[config.mk]
export PLATFORM = sky130hd
export DESIGN_NAME = adcsr_ctrl
export DESIGN_NICKNAME = d
export VERILOG_FILES = /design/src/logic/adcsr_pkg.sv /design/src/logic/adcsr_sync.sv /design/src/logic/adcsr_ctrl.sv
export SDC_FILE = /design/constraint.sdc
export NUM_CORES = 1
export LEC_CHECK = 0
export ABC_AREA = 1
export BUFFER_PORTS_ARGS = -buffer_cell sky130_fd_sc_hd__buf_2
export CORE_UTILIZATION = 25
export CTS_CLUSTER_DIAMETER = 60
export DETAILED_ROUTE_END_ITERATION = 10
export GPL_TIMING_DRIVEN = 0
export PLACE_DENSITY = 0.4
export RECOVER_POWER = 100
export SETUP_SLACK_MARGIN = 0.02
export SYNTH_ARGS = -nofsm -noshare
export SYNTH_HDL_FRONTEND = slang
export SYNTH_SLANG_ARGS = --single-unit
[constraint.sdc]
create_clock -name i_clk -period 1.7 [get_ports i_clk]
set_input_delay 0.17 -clock i_clk [delete_from_list [all_inputs] [get_ports i_clk]]
set_output_delay 0.17 -clock i_clk [all_outputs]
set_load 0.01 [all_outputs]
[src/logic/adcsr_pkg.sv]
// Constants and types for the converter readout and power-down control.
// =====================================================================
// Summary of operation
// - Power-down needs the shift clock held high for twenty conversion periods.
// - After four high cycles: short low pulse, then high, modulator reset.
// - Sixteen further high periods after detection enter power-down.
// - Shift clock falling releases power-down; first ready after 2318.5 clocks.
// - After the first ready pulse, pulses continue at normal cadence.
// - Each result is 24 bits, most significant bit first.
// - Results are two's complement; negative full scale is hex 800000.
// - Per cycle: write 6 clocks, low 6, high 6, then data output.
// - Pin held high 24 clocks before each ready phase.
// - Hold-detection low pulse lasts 3 system clocks.
// - Synchronization starts 1537 to 7679 clocks after the hold begins.
// - Power-down starts no sooner than 7681 clocks after the hold begins.
// - Power-down starts about 6144.5 clocks after the last ready pulse.
// - Sync release: ready phase about 2042.5 clocks after shift clock falls.
// - Channel change holds the pin high about 2043.5 clocks.
// - Bits change on shift clock falling; host captures on rising.
// - No clocks: MSB stays; partial read: last bit; over 24: low.
// - Bit pointer resets at write start and pre-ready high start.
// - Load, pulse low, high, then data; negative result keeps pin high.
package adcsr_pkg;

   // ==================================================================
   // Conversion cycle phasing, in system clock periods
   localparam int CONV_CLKS      = 384;
   localparam int T_WRITE_CLKS   = 6;
   localparam int T_LOW_CLKS     = 6;
   localparam int T_HIGH_CLKS    = 6;
   localparam int T_PRE_CLKS     = 24;
   localparam int PH_LOW_START   = T_WRITE_CLKS;
   localparam int PH_HIGH_START  = PH_LOW_START + T_LOW_CLKS;
   localparam int PH_DOUT_START  = PH_HIGH_START + T_HIGH_CLKS;
   localparam int PH_PRE_START   = CONV_CLKS - T_PRE_CLKS;
   localparam int RESULT_BITS    = 24;

   // ==================================================================
   // Hold detection, in conversion periods, and pulse width in clocks
   localparam int HOLD_DETECT    = 4;
   localparam int HOLD_PDOWN     = 16;
   localparam int PULSE_CLKS     = 3;

   // ==================================================================
   // Release delays in tenths of a system clock period, then cycles
   localparam int T_SYNC_REL_X10 = 20425;
   localparam int T_PD_REL_X10   = 23185;
   localparam int T_MUX_X10      = 20435;
   localparam int SYNC_REL_CLKS  = T_SYNC_REL_X10 / 10;
   localparam int PD_REL_CLKS    = T_PD_REL_X10 / 10;
   localparam int MUX_CLKS       = T_MUX_X10 / 10;

   // ==================================================================
   // Operating modes of the control logic
   typedef enum logic [1:0] {
      MODE_RUN   = 2'b00,
      MODE_HOLD  = 2'b01,
      MODE_PDOWN = 2'b10,
      MODE_WAKE  = 2'b11
   } adcsr_mode_type;

   // Whole register state of the control block.
   typedef struct packed {
      adcsr_mode_type mode;
      logic [8:0]     phase;
      logic [4:0]     hold_cnt;
      logic           hi_all;
      logic [11:0]    wait_cnt;
      logic [1:0]     pulse_cnt;
      logic [23:0]    shreg;
      logic [4:0]     bit_cnt;
      logic           sclk_prev;
      logic [1:0]     chan_prev;
      logic           pin;
      logic           mod_rst;
      logic           pdown;
   } adcsr_state_type;

   // Synchronised pin inputs travelling together.
   typedef struct packed {
      logic       sclk;
      logic [1:0] chan;
   } adcsr_pins_type;

endpackage

[src/logic/adcsr_sync.sv]
// Two flip-flop synchroniser for asynchronous pin inputs.
`timescale 1ns/1ps
module adcsr_sync #(
   parameter int W = 3
) (
   // Clock and reset
   input  wire logic         i_clk,
   input  wire logic         i_rst,
   // Data
   input  wire logic [W-1:0] i_d,
   output logic      [W-1:0] o_q
);

   typedef struct packed {
      logic [W-1:0] meta;
      logic [W-1:0] q;
   } adcsr_sync_type;

   adcsr_sync_type s_q;
   adcsr_sync_type s_d;

   // =================================================================
   // The first stage feeds only the second stage.
   always_comb begin
      s_d.meta = i_d;
      s_d.q    = s_q.meta;
   end

   always_ff @(posedge i_clk or posedge i_rst) begin
      if (i_rst) begin
         s_q <= '0;
      end else begin
         s_q <= s_d;
      end
   end

   assign o_q = s_q.q;

endmodule

[src/logic/adcsr_ctrl.sv]
// Conversion phasing, serial result readout and power-down control.
`timescale 1ns/1ps
module adcsr_ctrl (
   // Clock and reset
   input  wire logic        i_clk,
   input  wire logic        i_rst,
   // Host pins
   input  wire logic        i_shift_clock,
   input  wire logic        i_channel_select_0,
   input  wire logic        i_channel_select_1,
   output logic             o_ready_data_out,
   // Converter core
   input  wire logic [23:0] i_result,
   output logic             o_modulator_reset,
   output logic             o_power_down
);

   adcsr_pkg::adcsr_state_type s_q;
   adcsr_pkg::adcsr_state_type s_d;
   adcsr_pkg::adcsr_pins_type  pins;
   logic                       sclk_fall;
   logic                       dout_phase;

   // =================================================================
   // Pin synchronisation
   adcsr_sync #(
      .W (3)
   ) u_sync (
      .i_clk (i_clk),
      .i_rst (i_rst),
      .i_d   ({i_shift_clock, i_channel_select_1, i_channel_select_0}),
      .o_q   (pins)
   );

   // Shift clock falling edge as seen on our clock.
   assign sclk_fall  = s_q.sclk_prev & ~pins.sclk;
   assign dout_phase = (s_q.phase >= 9'(adcsr_pkg::PH_DOUT_START)) &&
                       (s_q.phase <  9'(adcsr_pkg::PH_PRE_START));

   // =================================================================
   // Next-state logic
   always_comb begin
      s_d           = s_q;
      s_d.sclk_prev = pins.sclk;
      s_d.chan_prev = pins.chan;
      unique case (s_q.mode)
         adcsr_pkg::MODE_RUN: begin
            s_d.mod_rst = 1'b0;
            s_d.pdown   = 1'b0;
            s_d.hi_all  = s_q.hi_all & pins.sclk;
            if (s_q.phase == 9'(adcsr_pkg::CONV_CLKS - 1)) begin
               s_d.phase  = '0;
               s_d.hi_all = 1'b1;
               if (s_q.hi_all && pins.sclk) begin
                  s_d.hold_cnt = s_q.hold_cnt + 5'h01;
               end else begin
                  s_d.hold_cnt = '0;
               end
            end else begin
               s_d.phase = s_q.phase + 9'h001;
            end
            if (s_q.phase == 9'h000) begin
               s_d.shreg   = i_result; // two's complement passes as is.
               s_d.bit_cnt = '0;
            end
            if (s_q.phase == 9'(adcsr_pkg::PH_PRE_START)) begin
               s_d.bit_cnt = '0;
            end
            if (dout_phase && sclk_fall) begin
               s_d.shreg = {s_q.shreg[22:0], 1'b0};
               if (s_q.bit_cnt != 5'(adcsr_pkg::RESULT_BITS)) begin
                  s_d.bit_cnt = s_q.bit_cnt + 5'h01;
               end
            end
            // pin phases; data from the top bit
            if (s_q.phase < 9'(adcsr_pkg::PH_LOW_START)) begin
               s_d.pin = 1'b1;
            end else if (s_q.phase < 9'(adcsr_pkg::PH_HIGH_START)) begin
               s_d.pin = 1'b0;
            end else if (s_q.phase < 9'(adcsr_pkg::PH_DOUT_START)) begin
               s_d.pin = 1'b1;
            end else if (dout_phase) begin
               s_d.pin = s_d.shreg[23];
            end else begin
               s_d.pin = 1'b1; // high before ready.
            end
            if (s_d.hold_cnt == 5'(adcsr_pkg::HOLD_DETECT)) begin
               s_d.mode      = adcsr_pkg::MODE_HOLD;
               s_d.hold_cnt  = '0;
               s_d.pin       = 1'b0;
               s_d.pulse_cnt = 2'(adcsr_pkg::PULSE_CLKS - 1);
               s_d.mod_rst   = 1'b1;
            end else if (pins.chan != s_q.chan_prev) begin
               s_d.mode     = adcsr_pkg::MODE_WAKE;
               s_d.wait_cnt = 12'(adcsr_pkg::MUX_CLKS);
               s_d.pin      = 1'b1;
            end
         end
         adcsr_pkg::MODE_HOLD: begin
            s_d.pin = (s_q.pulse_cnt == 2'h0);
            if (s_q.pulse_cnt != 2'h0) begin
               s_d.pulse_cnt = s_q.pulse_cnt - 2'h1;
            end
            s_d.phase = (s_q.phase == 9'(adcsr_pkg::CONV_CLKS - 1)) ?
                        9'h000 : s_q.phase + 9'h001;
            if (sclk_fall) begin
               s_d.mode     = adcsr_pkg::MODE_WAKE;
               s_d.wait_cnt = 12'(adcsr_pkg::SYNC_REL_CLKS);
               s_d.mod_rst  = 1'b0;
               s_d.pin      = 1'b1; // A cut pulse must not linger low.
            end else if (s_q.phase == 9'(adcsr_pkg::CONV_CLKS - 1)) begin
               s_d.hold_cnt = s_q.hold_cnt + 5'h01;
               if (s_d.hold_cnt == 5'(adcsr_pkg::HOLD_PDOWN)) begin
                  s_d.mode  = adcsr_pkg::MODE_PDOWN;
                  s_d.pdown = 1'b1;
               end
            end
         end
         adcsr_pkg::MODE_PDOWN: begin
            s_d.pin = 1'b1;
            if (sclk_fall) begin
               s_d.mode     = adcsr_pkg::MODE_WAKE;
               s_d.wait_cnt = 12'(adcsr_pkg::PD_REL_CLKS);
               s_d.pdown    = 1'b0;
               s_d.mod_rst  = 1'b0;
            end
         end
         adcsr_pkg::MODE_WAKE: begin
            s_d.pin      = 1'b1;
            s_d.wait_cnt = s_q.wait_cnt - 12'h001;
            // resume cadence at the ready phase
            if (s_q.wait_cnt == 12'h001) begin
               s_d.mode     = adcsr_pkg::MODE_RUN;
               // The pin goes low on this edge already, so the phase
               // starts at the second low clock to keep the pulse at six.
               s_d.phase    = 9'(adcsr_pkg::PH_LOW_START + 1);
               s_d.shreg    = i_result;
               s_d.bit_cnt  = '0;
               s_d.hold_cnt = '0;
               s_d.hi_all   = 1'b1;
               s_d.pin      = 1'b0;
            end
         end
      endcase
   end

   // =================================================================
   // State register; pin idles high as the pre-ready level.
   always_ff @(posedge i_clk or posedge i_rst) begin
      if (i_rst) begin
         s_q        <= '0;
         s_q.hi_all <= 1'b1;
         s_q.pin    <= 1'b1;
      end else begin
         s_q <= s_d;
      end
   end

   assign o_ready_data_out  = s_q.pin;
   assign o_modulator_reset = s_q.mod_rst;
   assign o_power_down      = s_q.pdown;
endmodule

==> results of run 1 <==
-- metal layers --
layer / wire (um) / share of wire, % / vias up / track usage, %
met2: 5550 / 49 / 36 / 24.3
met3: 220 / 1.9 / 12 / 3.24
met5: 0 / 0 / - / 0
met1: 5350 / 47 / 1880 / 19.0
li1: - / - / 1945 / -
met4: 197 / 1.7 / 0 / 6.30
-- critical path, cell delays in order (launching register included) --
cell and delay, ns:
dfrtp_1 0.35, ha_2 0.19, nand2_2 0.06, inv_2 0.09, nand3_4 0.12, buf_12 0.17
nand2_4 0.05, o21ai_4 0.07, nor2_4 0.17, nand4_4 0.15, nand3_4 0.14, clkbuf_16 0.16
nand2_2 0.04, nand2_1 0.04
-- cells in the final DEF, fill, tap and decap left out, types with 5 or more instances in the layout --
cell and count:
a21oi_1 5, a21oi_2 6, buf_2 28, buf_4 48
buf_6 13, clkbuf_16 11, dfrtp_1 60, dfrtp_2 5
ha_1 6, inv_1 58, inv_2 16, nand2_1 123
nand2_2 23, nand2_4 6, nand3_1 23, nand3_2 19
nand4_1 15, nor2_1 23, nor2_2 9, nor2_4 5
o21ai_0 17, o21ai_1 25, o21ai_2 8
-- layout make-up --
class                   instances  area (um2)
plain buffers                  16         198
repair inverters                1        7.51
clock buffers                  10         239
flip-flops and latches         67        1690
fillers                      1601        9450
multi-input cells             369        2380
inverters                      79         308
well taps                     211         264
repair buffers                 96         728
clock inverters                 6         111
-- registers in the layout, indices dropped and copies added, names as in the netlist --
signal             flops
s_q                   58
u_sync.o_q             3
u_sync.s_d             3
o_modulator_reset      1
o_power_down           1
o_ready_data_out       1
-- repair_timing --
| item | 4_1_cts | 5_1_grt |
|---|---|---|
| hold buffers | 4 | 0 |
| endpoints found under the setup margin | 58 | 58 |
| resized for setup | 112 | 60 |
| pin swaps | 15 | 12 |
| setup buffers | 46 | 10 |
| endpoints found under the hold margin | 12 | 0 |
| gates cloned | 3 | 1 |
-- path summary, 6_finish.rpt --
kind                                              start  slack [ns]                 endpoint
worst max-delay path                s_q[56]$_DFFE_PP0P_       -0.18      s_q[44]$_DFFE_PP0P_
worst min-delay path                        i_result[0]        0.08      s_q[11]$_DFFE_PP0P_
worst max register to register      s_q[56]$_DFFE_PP0P_       -0.18      s_q[44]$_DFFE_PP0P_
worst min register to register  u_sync.s_d[0]$_DFF_PP0_        0.35  u_sync.o_q[0]$_DFF_PP0_
max in group asynchronous                         i_rst        0.11      s_q[44]$_DFFE_PP0P_
min in group asynchronous                         i_rst        0.35      s_q[14]$_DFFE_PP0P_
-- power by group through the flow --
stage | clock [mW] | sequential (mW) | combinational (mW)
4_1_cts | 2.29 | 2.80 | 6.96
2_1_floorplan | 0 | 2.75 | 3.96
3_3_place_gp | 0 | 2.85 | 5.02
5_1_grt | 2.36 | 2.90 | 8.59
3_5_place_dp | 0 | 2.85 | 5.10
6_report | 2.22 | 2.82 | 7.72
-- metrics by stage --
stage                     utilization, %  power, mW
final                               38.5       12.8
after CTS                           36.8       12.0
after global routing                38.5       13.8
after detailed placement            29.3       7.95
after floorplan                        -       6.70
after global placement              29.1       7.88
-- cell families (layout without fill, tap and decap cells) --
group                    count (synthesis)  after routing
adder cells (fa/ha/maj)                 11             11
XOR/XNOR                                 6              6
AND/OR/NAND/NOR                        262            262
flip-flops                              67             67
AO/OA/AOI/OAI                           90             90
buffers and inverters                   96            208
==> impl_results.md, run 1 <==
- Result of the run: finished, violations left
- Violated checks: negative setup slack
- Post-placement worst setup slack: -0.515 ns
- Largest net degree at the start of global routing: 31
- Library cell with the highest instance count after synthesis: nand2_1
- Cells after Synth: 532
- Insertion delay of the later-clocked pin in the worst-skew pair: 0.34 ns
- Total of max-cap violations: 0
- TritonCTS buffer count: 9
- Share of the synthesized area in compound gates (AO/OA/AOI/OAI): 13.2%
- Final Net Count: 679
- # setup viols final: 45
- Post-synthesis simple-gate area fraction: 30.1%
- Number of ports placed on the die boundary: 32
- Count of cell types in the netlist: 43
- Cell types with the highest counts after synthesis: 140 x nand2_1, 75 x inv_1, 65 x dfrtp_1
- Number of enable-type register cells in the synthesized netlist: 0
- Hold path cells: 3
- Area growth from synthesis to layout: 48.5%
- Post-Syn Area: 0.00399 mm2
- Mux share of post-synthesis cell area: 0%
- Cell type with the largest total area after synthesis: dfrtp_1
- Required time of the worst setup path: 1.97 ns
- Reg clk slew, reported paths: 0.06 ns
- YS warnings: 0
- Clock network fraction of total power: 17.4%
- TritonCTS clock tree: done
- Diode insertion count for antenna repair: 0
- DRC errors left: 0
- Vias in the first global route: 3977
- Number of standard cells in the layout, taps in and fillers out: 855
- Dominant synthesized flop cell: dfrtp_1
- Depth of the CTS H-tree: 3
- Flop pwr share: 22.1%
- Vias per cell: 4.53
- Xor/xnor cell area share of the yosys netlist: 1.32%
- Wire length of the first global-routing pass: 19.1 mm
- Actual slew at the worst max-slew pin: 0.817 ns
- Kind of launch point of the worst setup path: flip-flop
- Clk buf depth: 2
- Design area: 0.00592 mm2
- Type of the worst setup path: flip-flop to flip-flop
- Power density over cell area: 2150 mW/mm2
- Clk_skew: 0.00548 ns
- Cell at the root of the clock tree: clkbuf_16
- Total Wirelength: 11.3 mm
- Comb pwr share: 60.5%
- Total placed instance area: 0.00451 mm2
- Overall die height: 128 um
- Overall die area: 0.0165 mm2
- Overall fraction of global-route tracks in use: 14.9%
- Endpoint arrival time on the critical path: 2.15 ns
- Async set-reset flop share out of synthesis: 100%
- Top-area cell type share of the netlist area: 40.8%
- Synth Area in Adders: 3.45%
- Post-route ant nets: 0
- TritonRoute pass-1 iters: 4
- # placed instances: 776
- Fraction of final layout cells sized beyond drive strength 1: 39.6%
- Maximum achievable frequency: 0.533 GHz
- CTS sink cnt: 67
- Starting Density: 26.0%
- Antenna violations before repair: 0
- Nets in the synthesized netlist: 572
- Count of input and output buffers: 31
- Routed WL per cell: 13.2 um
- Placed wire-length estimate: 7.41 mm
- Vias: 3873
- Crit path capture type: flip-flop
- Worst-path maximum fanout: 6
- Cell internal power dissipation: 7.25 mW
- Global placement routability congestion: 0.797
- Die Width: 128 um
- Main area contributors after synthesis: dfrtp_1 41%, nand2_1 13%, inv_1 7.1%
- Final Hold Vio Count: 0
- Static Leak: 2.77 nW
- Largest family of logic cells by synthesized area: simple AND/OR/NAND/NOR gates
- R2R depth: 13
- Seq cells post-synth: 67
- Net Switching: 5.51 mW
- Number of placement rows: 45
- Final Worst Setup Slack: -0.178 ns
- Switching power as a share of total power: 43.2%
- Worst hold-check path type: primary input to flip-flop
- Share of the cycle needed by the critical path after routing: 110%
- Unrepaired setup endpoints after global routing: yes
- Final global-route overflow total: 0
- Max Transition Viols Final: 0
- Worst IR drop on VDD: 0.619 mV
- Proportion of synthesized chip area in sequential cells: 42.1%
- Minimum hold slack: 0.0837 ns
- Core region area: 0.0154 mm2
- Worst max-slew margin expressed relative to the limit: 45.5%
- Average cell area after synthesis: 7.50 um2
- Iter 0 DRT Violations: 218
- Shortest clock period the worst path allows after layout: 1.88 ns
- Setup TNS Final: -5.22 ns
Note: power is estimated with default switching activity, not from simulation.
==> run 2, diff against run 1 <==
--- a/config.mk
+++ b/config.mk
@@ -7,6 +7,8 @@
 export LEC_CHECK = 0
 export ABC_AREA = 1
 export BUFFER_PORTS_ARGS = -buffer_cell sky130_fd_sc_hd__buf_2
+export CORE_ASPECT_RATIO = 1.25
+export CORE_MARGIN = 2
 export CORE_UTILIZATION = 25
 export CTS_CLUSTER_DIAMETER = 60
 export DETAILED_ROUTE_END_ITERATION = 10
@@ -14,6 +16,7 @@
 export PLACE_DENSITY = 0.4
 export RECOVER_POWER = 100
 export SETUP_SLACK_MARGIN = 0.02
+export SKIP_CTS_REPAIR_TIMING = 1
 export SYNTH_ARGS = -nofsm -noshare
 export SYNTH_HDL_FRONTEND = slang
 export SYNTH_SLANG_ARGS = --single-unit
==> run 2 against run 1 <==
- the flow finishes with violations (negative hold slack, negative setup slack)
- worst hold slack got worse by 0.11 ns
- clock skew increased by 0.0033 ns
- global-route usage decreased by 2.1 points
- first-iteration DRC count decreased by 43%
- maximum frequency decreased by 2.0%
- via count decreased by 3.2%
- routed wire length decreased by 2.9%
- sequential share of layout area increased by 1.3 points
- flip-flop and latch count unchanged
- register-to-register slack got worse by 0.04 ns
- critical path type unchanged
==> impl_results.md, run 2 (synthesis gave the netlist of run 1 again) <==
- Post-route ant nets: 0 (unchanged)
- Overall die area: 0.0170 mm2 (was 0.0165 mm2)
- Flop pwr share: 24.2% (was 22.1%)
- Starting Density: 25.6% (was 26.0%)
- Insertion delay of the later-clocked pin in the worst-skew pair: 0.33 ns (was 0.34 ns)
- Max Transition Viols Final: 0 (unchanged)
- Reg clk slew, reported paths: 0.06 ns (about the same)
- Actual slew at the worst max-slew pin: 0.870 ns (was 0.817 ns)
- Required time of the worst setup path: 1.97 ns (about the same)
- Setup TNS Final: -6.96 ns (was -5.22 ns)
- Clk_skew: 0.00880 ns (was 0.00548 ns)
- Total area of multi-input combinational cells: 0.00241 mm2 (was 0.00238 mm2)
- Endpoint arrival time on the critical path: 2.19 ns (was 2.15 ns)
- Post-placement worst setup slack: -0.502 ns (was -0.515 ns)
- Comb pwr share: 60.1% (was 60.5%)
- Wire length of the first global-routing pass: 17.3 mm (was 19.1 mm)
- Worst-path maximum fanout: 6 (unchanged)
- Number of placement rows: 51 (was 45)
- CTS sink cnt: 67 (unchanged)
- Leading cell type in the layout, fill and taps excluded: nand2_1 (unchanged)
- Core region area: 0.0156 mm2 (was 0.0154 mm2)
- Number of flip-flops under the largest register name: 58 (unchanged)
- Vias: 3749 (was 3873)
- Clock network fraction of total power: 15.7% (was 17.4%)
- Largest net degree at the start of global routing: 36 (was 31)
- Shortest clock period the worst path allows after layout: 1.92 ns (was 1.88 ns)
- Design area: 0.00568 mm2 (was 0.00592 mm2)
- Worst hold-check path type: primary input to asynchronous set/reset pin (was primary input to flip-flop)
- Routed WL per cell: 13.2 um (about the same)
- Commonest non-fill, non-tap cells in the layout: 133 x nand2_1, 59 x inv_1, 57 x dfrtp_1, 29 x buf_4, 27 x buf_2 (was 123 x nand2_1, 60 x dfrtp_1, 58 x inv_1, 48 x buf_4, 28 x buf_2)
- Net Switching: 5.42 mW (was 5.51 mW)
- Overall fraction of global-route tracks in use: 12.8% (was 14.9%)
- Type of the worst setup path: flip-flop to flip-flop (unchanged)
- Global placement routability congestion: 0.786 (was 0.797)
- Total of max-cap violations: 0 (unchanged)
- Crit path capture type: flip-flop (unchanged)
- Iter 0 DRT Violations: 124 (was 218)
- Reg2reg setup slack: -0.22 ns (was -0.18 ns)
- Power density over cell area: 2110 mW/mm2 (was 2150 mW/mm2)
- Worst IR drop on VDD: 0.869 mV (was 0.619 mV)
- Area growth from synthesis to layout: 42.3% (was 48.5%)
- Static Leak: 2.62 nW (was 2.77 nW)
- Final Hold Vio Count: 32 (was 0)
- Filler Cell Count: 1676 (was 1601)
- Post-layout utilization of the core: 36.5% (was 38.5%)
- Total Wirelength: 11.0 mm (was 11.3 mm)
- Final global-route overflow total: 0 (unchanged)
- Sequential cell area in the final layout: 0.00169 mm2 (about the same)
- Antenna violations before repair: 0 (unchanged)
- Switching power as a share of total power: 45.2% (was 43.2%)
- Diode insertion count for antenna repair: 0 (unchanged)
- Violated checks: negative hold slack, negative setup slack (was negative setup slack)
- # setup viols final: 50 (was 45)
- Die Width: 117 um (was 128 um)
- Overall die height: 145 um (was 128 um)
- Number of ports placed on the die boundary: 32 (unchanged)
- Placed wire-length estimate: 7.35 mm (was 7.41 mm)
- Kind of launch point of the worst setup path: flip-flop (unchanged)
- Cell internal power dissipation: 6.57 mW (was 7.25 mW)
- Unrepaired setup endpoints after global routing: yes (unchanged)
- Maximum achievable frequency: 0.522 GHz (was 0.533 GHz)
- Count of input and output buffers: 31 (unchanged)
- Final Worst Setup Slack: -0.217 ns (was -0.178 ns)
- Clk buf depth: 2 (unchanged)
- Final Net Count: 656 (was 679)
- Depth of the CTS H-tree: 3 (unchanged)
- TritonCTS clock tree: done (unchanged)
- Worst max-slew margin expressed relative to the limit: 42.0% (was 45.5%)
- Share of the cycle needed by the critical path after routing: 113% (was 110%)
- # placed instances: 776 (unchanged)
- Vias in the first global route: 3562 (was 3977)
- Result of the run: finished, violations left (unchanged)
- Vias per cell: 4.50 (was 4.53)
- Total placed instance area: 0.00449 mm2 (was 0.00451 mm2)
- TritonRoute pass-1 iters: 5 (was 4)
- Most flops, register: s_q (unchanged)
- Fraction of final layout cells sized beyond drive strength 1: 37.2% (was 39.6%)
- Cell at the root of the clock tree: clkbuf_16 (unchanged)
- Number of standard cells in the layout, taps in and fillers out: 833 (was 855)
- Overall Power: 12.0 mW (was 12.8 mW)
- TritonCTS buffer count: 9 (unchanged)
- DRC errors left: 0 (unchanged)
- Minimum hold slack: -0.0252 ns (was 0.0837 ns)
-- run 2: cell types whose count changed in the layout (fill, tap and decap cells not counted), moves of 4 or more --
cell	previous run	this run
o21ai_2	8	12
o21ai_1	25	20
buf_4	48	29
nand2_1	123	133
nand2_2	23	15
clkbuf_8	4	0
-- run 2: worst max-delay path, stage by stage (launching register included) --
cell and delay (ns):
dfrtp_1 0.36, ha_2 0.21, nand2_2 0.07, inv_4 0.08, nand3_4 0.12, buf_12 0.17
nand2_4 0.05, o21ai_4 0.07, nor2_4 0.16, nand4_4 0.14, nand3_4 0.16, clkbuf_16 0.16
nand2_2 0.04, nand2_1 0.05
-- run 2: area by class of cell --
| type | instances | share of cell area [%] |
|---|---|---|
| Timing Repair inverter | 1 | 0.132 |
| Clock inverter | 7 | 1.21 |
| Clock buffer | 9 | 3.97 |
| Timing Repair Buffer | 72 | 9.14 |
| Inverter | 79 | 5.62 |
| Sequential cell | 67 | 29.7 |
| Buffer | 16 | 3.13 |
| Multi-Input combinational cell | 370 | 42.4 |
| Tap cell | 212 | 4.67 |
-- run 2: final timing paths --
path                                         startpoint                       to  depth (start not counted)
min in group i_clk                          i_result[0]      s_q[11]$_DFFE_PP0P_                          3
max in group asynchronous                         i_rst      s_q[60]$_DFFE_PP0P_                          3
worst max-delay path                s_q[56]$_DFFE_PP0P_      s_q[40]$_DFFE_PP0P_                         13
worst min register to register  u_sync.s_d[2]$_DFF_PP0_  u_sync.o_q[2]$_DFF_PP0_                          0
worst min-delay path                              i_rst      s_q[44]$_DFFE_PP0P_                          2
worst max register to register      s_q[56]$_DFFE_PP0P_      s_q[40]$_DFFE_PP0P_                         13
-- run 2: per-layer routing --
layer | vias to the layer above | GRT usage, % | wire [um] | part of all wire (%)
met5 | - | 0 | 0 | 0
met4 | 0 | 3.82 | 93 | 0.85
met3 | 8 | 2.97 | 327 | 3.0
met2 | 64 | 21.6 | 5750 | 52
met1 | 1778 | 15.9 | 4830 | 44
li1 | 1899 | - | - | -
-- run 2: power groups by stage --
stage          clock network, mW  logic (mW)  registers, mW
4_1_cts                     1.93        5.12           2.84
6_report                    1.88        7.20           2.91
3_5_place_dp                   0        5.09           2.86
2_1_floorplan                  0        3.96           2.75
5_1_grt                     2.00        8.05           3.00
3_3_place_gp                   0        5.04           2.85
==> run 3, diff against run 2 <==
--- a/config.mk
+++ b/config.mk
@@ -7,7 +7,7 @@
 export LEC_CHECK = 0
 export ABC_AREA = 1
 export BUFFER_PORTS_ARGS = -buffer_cell sky130_fd_sc_hd__buf_2
-export CORE_ASPECT_RATIO = 1.25
+export CORE_ASPECT_RATIO = 1.1
 export CORE_MARGIN = 2
 export CORE_UTILIZATION = 25
 export CTS_CLUSTER_DIAMETER = 60
==> run 3 against run 2 <==
- the run ends with negative setup slack left
- sequential power increased by 1%
- cell count decreased by 0.36%
- clock power about the same
- worst hold slack better by 0.11 ns
- clock-buffer cell count grew 1
- critical path type unchanged
- routed wire length grew 1.3%
- critical path depth is 2 lower
- combinational power is 2% higher
==> impl_results.md, run 3 (synthesis gave the netlist of run 1 again) <==
- Worst hold-check path type: primary input to flip-flop (was primary input to asynchronous set/reset pin)
- Commonest non-fill, non-tap cells in the layout: 123 x nand2_1, 56 x inv_1, 55 x dfrtp_1, 29 x buf_4, 28 x buf_2 (was 133 x nand2_1, 59 x inv_1, 57 x dfrtp_1, 29 x buf_4, 27 x buf_2)
- Shortest clock period the worst path allows after layout: 1.99 ns (was 1.92 ns)
- Vias per cell: 4.56 (was 4.50)
- Power density over cell area: 2130 mW/mm2 (was 2110 mW/mm2)
- Insertion delay of the later-clocked pin in the worst-skew pair: 0.34 ns (was 0.33 ns)
- Depth of the CTS H-tree: 3 (unchanged)
- Cell at the root of the clock tree: clkbuf_16 (unchanged)
- Core region area: 0.0157 mm2 (was 0.0156 mm2)
- Wire length of the first global-routing pass: 16.9 mm (was 17.3 mm)
- Diode insertion count for antenna repair: 0 (unchanged)
- Type of the worst setup path: flip-flop to flip-flop (unchanged)
- Kind of launch point of the worst setup path: flip-flop (unchanged)
- Result of the run: finished, violations left (unchanged)
- # setup viols final: 50 (unchanged)
- Final Net Count: 665 (was 656)
- Total of max-cap violations: 0 (unchanged)
- Final Hold Vio Count: 0 (was 32)
- Unrepaired setup endpoints after global routing: yes (unchanged)
- DRC errors left: 0 (unchanged)
- Overall fraction of global-route tracks in use: 12.3% (was 12.8%)
- CTS sink cnt: 67 (unchanged)
- Static Leak: 2.66 nW (was 2.62 nW)
- TritonCTS buffer count: 9 (unchanged)
- Global placement routability congestion: 0.774 (was 0.786)
- Vias: 3781 (was 3749)
- Total Wirelength: 11.1 mm (was 11.0 mm)
- Vias in the first global route: 3425 (was 3562)
- R2R depth: 11 (was 13)
- Endpoint arrival time on the critical path: 2.22 ns (was 2.19 ns)
- Overall die height: 137 um (was 145 um)
- Starting Density: 25.5% (was 25.6%)
- Die Width: 124 um (was 117 um)
- Post-route ant nets: 0 (unchanged)
- Overall die area: 0.0170 mm2 (about the same)
- Post-placement worst setup slack: -0.483 ns (was -0.502 ns)
- Overall Power: 12.2 mW (was 12.0 mW)
- Routed WL per cell: 13.4 um (was 13.2 um)
- Worst IR drop on VDD: 0.704 mV (was 0.869 mV)
- Violated checks: negative setup slack (was negative hold slack, negative setup slack)
- Final Worst Setup Slack: -0.288 ns (was -0.217 ns)
- TritonRoute pass-1 iters: 4 (was 5)
- Setup TNS Final: -7.74 ns (was -6.96 ns)
- Most flops, register: s_q (unchanged)
- Number of flip-flops under the largest register name: 58 (unchanged)
- Max Transition Viols Final: 0 (unchanged)
- Crit path capture type: flip-flop (unchanged)
- Area growth from synthesis to layout: 43.4% (was 42.3%)
- Share of the cycle needed by the critical path after routing: 117% (was 113%)
- TritonCTS clock tree: done (unchanged)
- Fraction of final layout cells sized beyond drive strength 1: 37.5% (was 37.2%)
- Clk_skew: 0.00947 ns (was 0.00880 ns)
- Clk buf depth: 2 (unchanged)
- Number of placement rows: 48 (was 51)
- Worst max-slew margin expressed relative to the limit: 60.9% (was 42.0%)
- Maximum achievable frequency: 0.503 GHz (was 0.522 GHz)
- Antenna violations before repair: 0 (unchanged)
- Worst-path maximum fanout: 5 (was 6)
- Placed wire-length estimate: 7.30 mm (was 7.35 mm)
- Largest net degree at the start of global routing: 32 (was 36)
- Required time of the worst setup path: 1.93 ns (was 1.97 ns)
- Iter 0 DRT Violations: 92 (was 124)
- Reg clk slew, reported paths: 0.06 ns (about the same)
- Final global-route overflow total: 0 (unchanged)
- Count of input and output buffers: 31 (unchanged)
- Leading cell type in the layout, fill and taps excluded: nand2_1 (unchanged)
- Number of ports placed on the die boundary: 32 (unchanged)
- Hold path cells: 3
- Actual slew at the worst max-slew pin: 0.584 ns (was 0.870 ns)
[run 3: cell types whose count changed in the layout (fill, tap and decap cells not counted), moves of 5 or more]
cell     before  now
buf_6        11   20
inv_2        13   18
nand2_2      15   21
nand2_1     133  123
nand2_4       4    9
nand3_2      20   15
[run 3: final timing paths]
check / from / endpoint / slack [ns]
setup / recovery: s_q[49]$_DFFE_PP1P_ / s_q[40]$_DFFE_PP0P_ / -0.29
hold / removal: i_result[0] / s_q[11]$_DFFE_PP0P_ / 0.09
setup reg to reg: s_q[49]$_DFFE_PP1P_ / s_q[40]$_DFFE_PP0P_ / -0.29
hold reg to reg: u_sync.s_d[2]$_DFF_PP0_ / u_sync.o_q[2]$_DFF_PP0_ / 0.35
max in group asynchronous: i_rst / s_q[61]$_DFFE_PP0P_ / 0.22
min in group asynchronous: i_rst / s_q[26]$_DFFE_PP0P_ / 0.40
[run 3: critical path: stages, from the launching register on]
cell       delay, ns
dfstp_2         0.54
nand2_1         0.16
inv_1           0.13
nand2_1         0.06
o21ai_1         0.22
nor2_2          0.08
buf_4           0.15
nand4_4         0.09
nand3_4         0.14
clkbuf_16       0.20
nand2_2         0.05
nand2_1         0.04
[run 3: power breakdown]
part           internal [mW]  switching, mW  total [mW]  leakage (nW)
logic                   3.23           4.09        7.32          1.73
registers               2.34          0.607        2.95         0.799
clock network           1.14          0.751        1.89         0.135
[run 3: cell type report]
type	instances	area [um2]
Multi-Input combinational cell	370	2350
Timing Repair inverter	1	7.51
Clock inverter	6	66.3
Tap cell	200	250
Inverter	79	309
Fill cell	1607	9950
Timing Repair Buffer	81	639
Buffer	16	180
Sequential cell	67	1690
Clock buffer	10	229
[run 3: stage by stage]
stage | util [%] | instance area, um2 | std cells | hold slack [ns]
2_1_floorplan | - | 4050 | 532 | 0.201
3_3_place_gp | 28.4 | 4450 | 763 | 0.280
3_5_place_dp | 28.7 | 4490 | 765 | 0.159
4_1_cts | 30.5 | 4790 | 781 | -0.205
5_1_grt | 36.5 | 5720 | 830 | 0.109
6_report | 36.5 | 5720 | 830 | 0.0852
[run 3: metal layers]
| layer | wire, um | track usage, % | vias to the layer above | part of all wire, % |
|---|---|---|---|---|
| met5 | 0 | 0 | - | 0 |
| met4 | 187 | 5.43 | 0 | 1.7 |
| met3 | 327 | 1.76 | 11 | 2.9 |
| met2 | 5320 | 20.6 | 61 | 48 |
| met1 | 5310 | 15.8 | 1789 | 48 |
| li1 | - | - | 1920 | - |
